`src/rtl/ohci_cs_pkg.sv`:
```
package ohci_cs_pkg;

    // register offsets from the base address
    localparam logic [7:0] HOST_CONTROL_OFS = 8'h04;
    localparam logic [7:0] CMD_STATUS_OFS   = 8'h08;

    // field positions
    localparam int RATIO_LSB   = 0;
    localparam int SOC_LSB     = 16;
    localparam int SO_FLAG_BIT = 0;
    localparam int OC_FLAG_BIT = 30;

    // reset values
    localparam logic [1:0]  RATIO_RESET = 2'h0;
    localparam logic [1:0]  SOC_RESET   = 2'h0;
    localparam logic [31:0] CS_RESET    = 32'h0000_0000;

    // timing: soft reset must finish within this, longest time rounds down
    localparam int CLK_PERIOD_NS   = 100;
    localparam int SRST_MAX_NS     = 10000;
    localparam int SRST_MAX_CYCLES = SRST_MAX_NS / CLK_PERIOD_NS;

    // command/status layout
    typedef struct packed {
        logic [13:0] rsvd_hi;
        logic [1:0]  soc;
        logic [11:0] rsvd_lo;
        logic        owner_change_request;
        logic        bulk_filled;
        logic        control_filled;
        logic        soft_reset_cmd;
    } cmd_status_t;

    // events from the list traversal engine, one-cycle pulses
    typedef struct packed {
        logic sched_overrun;   // periodic list not done at end of frame
        logic np_decide;       // about to pick the next nonperiodic ED
        logic ctrl_served;     // a nonempty control ED was processed
        logic ctrl_head;       // engine at head of control list
        logic ctrl_td_found;   // TD found on control list
        logic bulk_head;       // engine at head of bulk list
        logic bulk_td_found;   // TD found on bulk list
        logic owner_done;      // ownership changeover completed
    } list_evt_t;

    typedef enum logic {
        SRST_IDLE,
        SRST_BUSY
    } srst_state_t;

endpackage

```
`src/rtl/ohci_command_status_regs.sv`:
```
`timescale 1ns/100ps
module ohci_command_status_regs #(
    parameter int SRST_CYCLES = ohci_cs_pkg::SRST_MAX_CYCLES
) (
    input  wire logic                   sys_clk_i,       // 10 MHz host clock
    input  wire logic                   rst_i,           // async, active high
    input  wire logic [7:0]             reg_addr_i,      // byte offset
    input  wire logic                   reg_wr_i,        // write strobe
    input  wire logic                   reg_rd_i,        // read strobe
    input  wire logic [31:0]            reg_wdata_i,     // write data
    output logic      [31:0]            reg_rdata_o,     // read data
    output logic                        reg_rvalid_o,    // read data valid
    input  wire ohci_cs_pkg::list_evt_t evt_i,           // engine events
    output logic                        sel_valid_o,     // decision pulse
    output logic                        sel_ctrl_o,      // 1 control, 0 bulk
    output logic                        ctrl_run_o,      // process control
    output logic                        ctrl_skip_o,     // control list empty
    output logic                        bulk_run_o,      // process bulk
    output logic                        bulk_skip_o,     // bulk list empty
    output logic                        so_flag_set_o,   // set overrun flag
    output logic                        oc_flag_set_o,   // set owner flag
    output logic                        soft_reset_o,    // soft reset busy
    output logic                        suspended_o      // suspended state
);

    // reset must be at least one cycle and still meet its deadline
    if (SRST_CYCLES < 1 || SRST_CYCLES > ohci_cs_pkg::SRST_MAX_CYCLES)
    begin : g_bad_srst
        $error("SRST_CYCLES out of range");
    end

    // limit of control EDs served per bulk ED
    function automatic logic [2:0] ratio_limit(input logic [1:0] code);
        ratio_limit = {1'b0, code} + 3'h1; // 00 1:1, 01 2:1, 10 3:1, 11 4:1
    endfunction

    ohci_cs_pkg::cmd_status_t   cs_reg;
    logic [1:0]                 ratio_reg;
    logic [2:0]                 ctrl_cnt_reg;
    ohci_cs_pkg::srst_state_t   srst_state_reg;
    logic [$clog2(SRST_CYCLES+1)-1:0] srst_cnt_reg;
    logic                       srst_done;
    logic                       wr_ctl;
    logic                       wr_cs;
    logic                       ocr_set;

    // host writes are refused while the soft reset is running; reads are still answered
    assign wr_ctl = reg_wr_i && srst_state_reg == ohci_cs_pkg::SRST_IDLE
                    && reg_addr_i == ohci_cs_pkg::HOST_CONTROL_OFS;
    assign wr_cs  = reg_wr_i && srst_state_reg == ohci_cs_pkg::SRST_IDLE
                    && reg_addr_i == ohci_cs_pkg::CMD_STATUS_OFS;
    assign srst_done = srst_state_reg == ohci_cs_pkg::SRST_BUSY
                       && srst_cnt_reg
                          == ($bits(srst_cnt_reg))'(SRST_CYCLES - 1);
    assign ocr_set = wr_cs && reg_wdata_i[3] && !cs_reg.owner_change_request;

    // service ratio; software must reload it after any reset
    always_ff @(posedge sys_clk_i or posedge rst_i)
    begin
        if (rst_i)
            ratio_reg <= ohci_cs_pkg::RATIO_RESET;
        else if (srst_done)
            ratio_reg <= ohci_cs_pkg::RATIO_RESET;
        else if (wr_ctl)
            ratio_reg <= reg_wdata_i[ohci_cs_pkg::RATIO_LSB +: 2];
    end

    // soft reset sequencer
    always_ff @(posedge sys_clk_i or posedge rst_i)
    begin
        if (rst_i)
        begin
            srst_state_reg <= ohci_cs_pkg::SRST_IDLE;
            srst_cnt_reg   <= '0;
        end
        else
        begin
            case (srst_state_reg)
                ohci_cs_pkg::SRST_IDLE:
                begin
                    srst_cnt_reg <= '0;
                    if (cs_reg.soft_reset_cmd)
                        srst_state_reg <= ohci_cs_pkg::SRST_BUSY;
                end
                ohci_cs_pkg::SRST_BUSY:
                begin
                    srst_cnt_reg <= srst_cnt_reg + 1'b1;
                    if (srst_done)
                        srst_state_reg <= ohci_cs_pkg::SRST_IDLE;
                end
                default:
                    srst_state_reg <= ohci_cs_pkg::SRST_IDLE;
            endcase
        end
    end

    // suspend is held from soft reset until software writes host control
    always_ff @(posedge sys_clk_i or posedge rst_i)
    begin
        if (rst_i)
        begin
            soft_reset_o <= 1'b0;
            suspended_o  <= 1'b0;
        end
        else
        begin
            soft_reset_o <= srst_state_reg == ohci_cs_pkg::SRST_IDLE
                            ? cs_reg.soft_reset_cmd : !srst_done;
            if (srst_state_reg == ohci_cs_pkg::SRST_IDLE
                && cs_reg.soft_reset_cmd)
                suspended_o <= 1'b1;
            else if (wr_ctl)
                suspended_o <= 1'b0;
        end
    end

    // command/status: write-to-set; hardware set beats clear in one cycle
    always_ff @(posedge sys_clk_i or posedge rst_i)
    begin
        if (rst_i)
            cs_reg <= ohci_cs_pkg::CS_RESET;
        else
        begin
            cs_reg.rsvd_hi <= '0;
            cs_reg.rsvd_lo <= '0;
            if (srst_done)
                cs_reg.soc <= ohci_cs_pkg::SOC_RESET;
            else if (evt_i.sched_overrun)
                cs_reg.soc <= cs_reg.soc + 2'h1;
            // soft reset bit clears only on completion
            if (wr_cs && reg_wdata_i[0])
                cs_reg.soft_reset_cmd <= 1'b1;
            else if (srst_done)
                cs_reg.soft_reset_cmd <= 1'b0;
            if (wr_cs && reg_wdata_i[3])
                cs_reg.owner_change_request <= 1'b1;
            else if (evt_i.owner_done || srst_done)
                cs_reg.owner_change_request <= 1'b0;
            // list heads clear, TD found or software write sets again
            if ((wr_cs && reg_wdata_i[2]) || evt_i.bulk_td_found)
                cs_reg.bulk_filled <= 1'b1;
            else if ((evt_i.bulk_head && cs_reg.bulk_filled) || srst_done)
                cs_reg.bulk_filled <= 1'b0;
            if ((wr_cs && reg_wdata_i[1]) || evt_i.ctrl_td_found)
                cs_reg.control_filled <= 1'b1;
            else if ((evt_i.ctrl_head && cs_reg.control_filled) || srst_done)
                cs_reg.control_filled <= 1'b0;
        end
    end

    // list head decisions and interrupt flag pulses
    always_ff @(posedge sys_clk_i or posedge rst_i)
    begin
        if (rst_i)
        begin
            bulk_run_o    <= 1'b0;
            bulk_skip_o   <= 1'b0;
            ctrl_run_o    <= 1'b0;
            ctrl_skip_o   <= 1'b0;
            so_flag_set_o <= 1'b0;
            oc_flag_set_o <= 1'b0;
        end
        else
        begin
            bulk_run_o    <= evt_i.bulk_head && cs_reg.bulk_filled;
            bulk_skip_o   <= evt_i.bulk_head && !cs_reg.bulk_filled;
            ctrl_run_o    <= evt_i.ctrl_head && cs_reg.control_filled;
            ctrl_skip_o   <= evt_i.ctrl_head && !cs_reg.control_filled;
            so_flag_set_o <= evt_i.sched_overrun;
            oc_flag_set_o <= ocr_set;
        end
    end

    // control service count; no frame input, so it survives frames
    always_ff @(posedge sys_clk_i or posedge rst_i)
    begin
        if (rst_i)
        begin
            ctrl_cnt_reg <= '0;
            sel_valid_o  <= 1'b0;
            sel_ctrl_o   <= 1'b0;
        end
        else
        begin
            sel_valid_o <= evt_i.np_decide;
            if (evt_i.np_decide)
            begin
                if (ctrl_cnt_reg < ratio_limit(ratio_reg))
                    sel_ctrl_o <= 1'b1;
                else
                begin
                    sel_ctrl_o   <= 1'b0;
                    ctrl_cnt_reg <= '0;
                end
            end
            else if (evt_i.ctrl_served && ctrl_cnt_reg != 3'h7)
                ctrl_cnt_reg <= ctrl_cnt_reg + 3'h1;
        end
    end

    // register reads: one cycle latency, reads change nothing
    always_ff @(posedge sys_clk_i or posedge rst_i)
    begin
        if (rst_i)
        begin
            reg_rdata_o  <= '0;
            reg_rvalid_o <= 1'b0;
        end
        else
        begin
            reg_rvalid_o <= reg_rd_i;
            if (reg_rd_i)
            begin
                case (reg_addr_i)
                    ohci_cs_pkg::HOST_CONTROL_OFS:
                        reg_rdata_o <= {30'h0, ratio_reg};
                    ohci_cs_pkg::CMD_STATUS_OFS:
                        reg_rdata_o <= cs_reg;
                    default:
                        reg_rdata_o <= 32'h0000_0000;
                endcase
            end
        end
    end

endmodule

```
`config.mk`:
```
export PLATFORM = sky130hd
export DESIGN_NAME = ohci_command_status_regs
export DESIGN_NICKNAME = d
export VERILOG_FILES = /design/src/rtl/ohci_cs_pkg.sv /design/src/rtl/ohci_command_status_regs.sv
export SDC_FILE = /design/constraint.sdc
export NUM_CORES = 1
export LEC_CHECK = 0
export ABC_AREA = 1
export BUFFER_PORTS_ARGS = -buffer_cell sky130_fd_sc_hd__buf_2
export CAP_MARGIN = 10
export CORE_MARGIN = 2
export CORE_UTILIZATION = 48
export DETAILED_ROUTE_END_ITERATION = 8
export GPL_ROUTABILITY_DRIVEN = 0
export PLACE_DENSITY = 0.84
export SYNTH_ARGS = -nofsm -noshare
export SYNTH_HDL_FRONTEND = slang
export SYNTH_SLANG_ARGS = --single-unit
```
`constraint.sdc`:
```
create_clock -name sys_clk_i -period 4.3 [get_ports sys_clk_i]
set_input_delay 1.29 -clock sys_clk_i [delete_from_list [all_inputs] [get_ports sys_clk_i]]
set_output_delay 1.29 -clock sys_clk_i [all_outputs]
set_load 0.05 [all_outputs]
```
# Yosys cells after proc, flatten, opt, wreduce, memory -nomap -nowiden
# Index checks and enable logic that the tools add are counted.
# totals
reg_bits,62
inputBits,52
out_inout_bits,43
elab_cells,89
# classes
n_addsub,4
magnitude_cmp,1
n_eq_ne,5
n_mux,24
n_bitwise,1
reduce_logical,33
# ops
cell,count
$pmux W18 S2,1
$reduce_bool A2 Y1,8
$logic_and A1 B1 Y1,15
$mux W1,14
$pmux W7 S2,1
$mux W3,3
$eq A8 B3 Y1 const B,1
$eq A8 B4 Y1 const B,1
$mux W2,4
$add A7 B1 Y7 const B,1
$eq A7 B7 Y1 const B,1
$logic_or A1 B1 Y1,5
$logic_not A1 Y1,4
$add A2 B1 Y3 const B,1
$add A3 B1 Y3 const B,1
$lt A3 B3 Y1,1
$ne A3 B3 Y1 const B,1
$add A2 B1 Y2 const B,1
$ne A2 B2 Y1 const B,1
$pmux W1 S2,1
$reduce_and A2 Y1,1
$not A1 Y1,1

# Longest topological paths before layout
# logic_depth
word_depth,6
mapped_depth,10
mapped_depth_nobuf,10

# Worst setup path after synthesis
# OpenSTA, ideal clock, no wires.
# synth_path
kind,input-to-reg
from,in reg_addr_i[7]
to,reg oc_flag_set_o
setup_ns,0.069
t_arrival_ns,1.842
required_ns,4.231
path_slack_ns,2.389
stages,7
n_path_buf,0
cell_sequence,nor2_1 > nand2_1 > inv_1 > nand2_2 > inv_2 > nand3_2 > nor2_2
# synth_between
elab_chain_cells,4
# synth_rtl
item,line_no,text
start: declaration,ohci_command_status_regs.sv:7,"input wire logic [7:0] reg_addr_i,"
$eq A8 B4 Y1,ohci_command_status_regs.sv:51,&& reg_addr_i == ohci_cs_pkg::CMD_STATUS_OFS;
$logic_and A1 B1 Y1,ohci_command_status_regs.sv:51,
$logic_and A1 B1 Y1 (2 in a row),ohci_command_status_regs.sv:55,assign ocr_set = wr_cs && reg_wdata_i[3] && !cs_reg.owner_change_request;
net ocr_set,ohci_command_status_regs.sv:45,logic ocr_set;
end signal: assignment,ohci_command_status_regs.sv:170,oc_flag_set_o <= ocr_set;
end: declaration,ohci_command_status_regs.sv:21,"output logic oc_flag_set_o,"
# The timed path passes the listed nets, and every way through them passes these cells.
# A chain may end at the register's enable or synchronous reset.

# Worst setup path in the final report
# layout_path
from,reg soft_reset_o
to,out soft_reset_o
# layout_rtl
item,line_no,text
start: declaration,ohci_command_status_regs.sv:22,"output logic soft_reset_o,"
start signal: assignment,ohci_command_status_regs.sv:107,soft_reset_o <= srst_state_reg == ohci_cs_pkg::SRST_IDLE
# No word-level cell between the ends.

==> results.txt <==
Setup TNS = 0 ps
Max FFs per register = 7
Internal Power = 522 µW
Crit path buffers/inverters = 1
Die area = 0.00429 mm²
Final setup margin = 1840 ps
Crit path required time = 3010 ps
First-pass GRT wire length = 5.51 mm
Vias in the first global route = 1344
Synth area leader = dfrtp_1
Status = completed
Nets = 320
GR Overflow Total = 0
FILL cells = 347
Top_reg_cell synth = dfrtp_1
NetSw = 259 µW
WL final = 3.19 mm
RSZ-0062 raised after global routing = false
Non-filler cells, final = 310
Synth Warn # = 0
Flop pwr share = 47.8%
Worst hold path startpoint = cs_reg[3]$_DFFE_PP0P_
Placed Cells = 303
Hold path depth = 1
Slowest library cell on the worst path = dfrtp_1
Crit Path Category = reg -> out
Maxcap violations = 0
Largest net degree at the start of global routing = 36
Die Y = 65.5 µm
Synth cell types = 22
Cell count after synthesis = 216
Die width = 65.5 µm
Hold Path End = oc_flag_set_o$_DFF_PP0_
Worst reg2reg startpoint = ratio_reg[0]$_DFFE_PP0P_
Final ANT Viol Nets = 0
Finished Cell Area = 0.00206 mm²
Final setup fails = 0
Dpl cell area = 0.00197 mm²
Max Slew Vio Count = 0
Pre-CTS setup slack = 2140 ps
Wire per inst = 10.3 µm
Buffers added on ports = 40
Crit end category = primary output
Cell family with most CP delay = flip-flops
DR pass1 iterations = 4
Worst reg2reg path depth = 10
Crit path launch type = register
Share of cells above drive strength 1 = 23.7%
Synth-to-layout area growth = 13.4%
R2r setup slk = 2640 ps
Post-CTS sizing = 0
Hold Crit Class = reg -> reg
CTS Buf Count = 5
Commonest non-fill, non-tap cell in the layout = nand2_1
R2r endpoint = ctrl_cnt_reg[0]$_DFFE_PP0P_
CTS hold repair buffers = 0
Post-route DRC = 0
Most frequent cells in the layout = nand2_1 (52), buf_2 (40), dfrtp_1 (35)
#FFs+latches synth = 35
CTS sink cnt = 35
H-tree Lvls = 2
Post-layout util = 56.3%
FMAX = 407 MHz
Sequential share of the synthesized area = 48.2%
CTS tree = done
Root buffer cell = clkbuf_8
Cell count along the critical path = 1
Total global routing track utilization = 16.4%
Share of the synthesized area in the top cell type = 48.2%
Total core area = 0.00366 mm²
Post-Syn Area per Cell = 8.41 µm²
Clock skew = 11.9 ps
Crit-path max cell delay = 540 ps
Clock Tree Buf Depth = 2
Skew-Pair Late Insertion Delay = 280 ps
Clk pwr share = 29.9%
Clock Pin Slew Worst Setup and Hold Paths = 70 ps
Post-route minimum period = 2460 ps
DP HPWL = 2.51 mm
Via count = 1444
Hold Vio Cnt, Final = 0
Antenna fix cells = 0
Worst-path cell chain = buf_2
Via density = 4.66
Leading post-synthesis cells by cell area = dfrtp_1 (48%), buf_4 (11%), nand2_1 (11%)
Sw frac = 33.1%
Part of the power in combinational logic = 22.3%
EDFF count, synth = 0
Row cnt = 22
Final period utilization = 57.2%
Initial Utilization = 49.6%
Initial antenna violation count = 0
Asr flop ratio synth = 100%
Io pins = 95
VDD IR-drop max = 0.000154 V
Setup bufs post-CTS = 0
Synthesized area = 0.00182 mm²
Critical path peak fanout = 10
Initial DRC count = 136
CP arrival = 1170 ps
Power Density = 379 mW/mm²
Leakage = 1.22 nW
## synth_stat cells (2+ instances only)
cell type / number
a21oi_1: 7
buf_4: 26
dfrtp_1: 35
ha_1: 6
inv_1: 23
inv_2: 4
nand2_1: 52
nand2_2: 3
nand3_1: 16
nand4_1: 3
nor2_1: 21
nor2_2: 3
nor2_4: 2
o21ai_0: 7
## per-stage QoR
| step | power (mW) | hold slack [ps] |
|---|---|---|
| CTS | 0.787 | 454 |
| global route | 0.824 | 474 |
| global placement | 0.548 | 449 |
| finish | 0.780 | 450 |
| floorplan | 0.532 | 432 |
| detailed placement | 0.553 | 449 |
## power by group through the flow
stage	sequential, mW	combinational (mW)	clock, mW
global route	0.376	0.194	0.255
finish	0.373	0.174	0.233
CTS	0.373	0.175	0.240
global placement	0.377	0.170	0
floorplan	0.406	0.126	0
detailed placement	0.379	0.174	0
## worst max-delay path by stage
stage | start | end | slack (ps)
final | soft_reset_o$_DFF_PP0_ | soft_reset_o | 1840
after global routing | soft_reset_o$_DFF_PP0_ | soft_reset_o | 1780
after CTS | soft_reset_o$_DFF_PP0_ | soft_reset_o | 1830
after detailed placement | reg_addr_i[7] | ratio_reg[1]$_DFFE_PP0P_ | 2140
after global placement | soft_reset_o$_DFF_PP0_ | soft_reset_o | 2150
after floorplan | rst_i | bulk_run_o$_DFF_PP0_ | 2230
## cell families (layout without fill, tap and decap cells)
logic type / count (synthesis) / after routing / synth area share, %
AOI/OAI and AO/OA: 14 / 14 / 3.86
xor gates and xnor gates: 1 / 1 / 0.482
adders and majority gates: 6 / 6 / 4.13
buffers and inverters: 54 / 75 / 16.9
DFF: 35 / 35 / 48.2
other: 1 / 26 / 0.206
and+or+nand+nor: 105 / 105 / 26.2
## routing by layer
metal	global-route usage, %	part of all wire (%)	wire, µm
met1	19.6	40	1280
met2	29.1	52	1650
met3	3.25	6.4	204
met4	6.25	1.6	51
met5	0	0	0
## final cells by class
class                           instances  area, µm²  share of cell area, %
Clock buffer                            6       82.6                   4.01
Timing Repair Buffer                   41        208                   10.1
Inverter                               27        101                   4.92
Clock inverter                          1       5.00                  0.243
Multi-Input combinational cell        152        727                   35.3
Sequential cell                        35        876                   42.5
Tap cell                               48       60.1                   2.92
(Power assumes the default switching activity.)
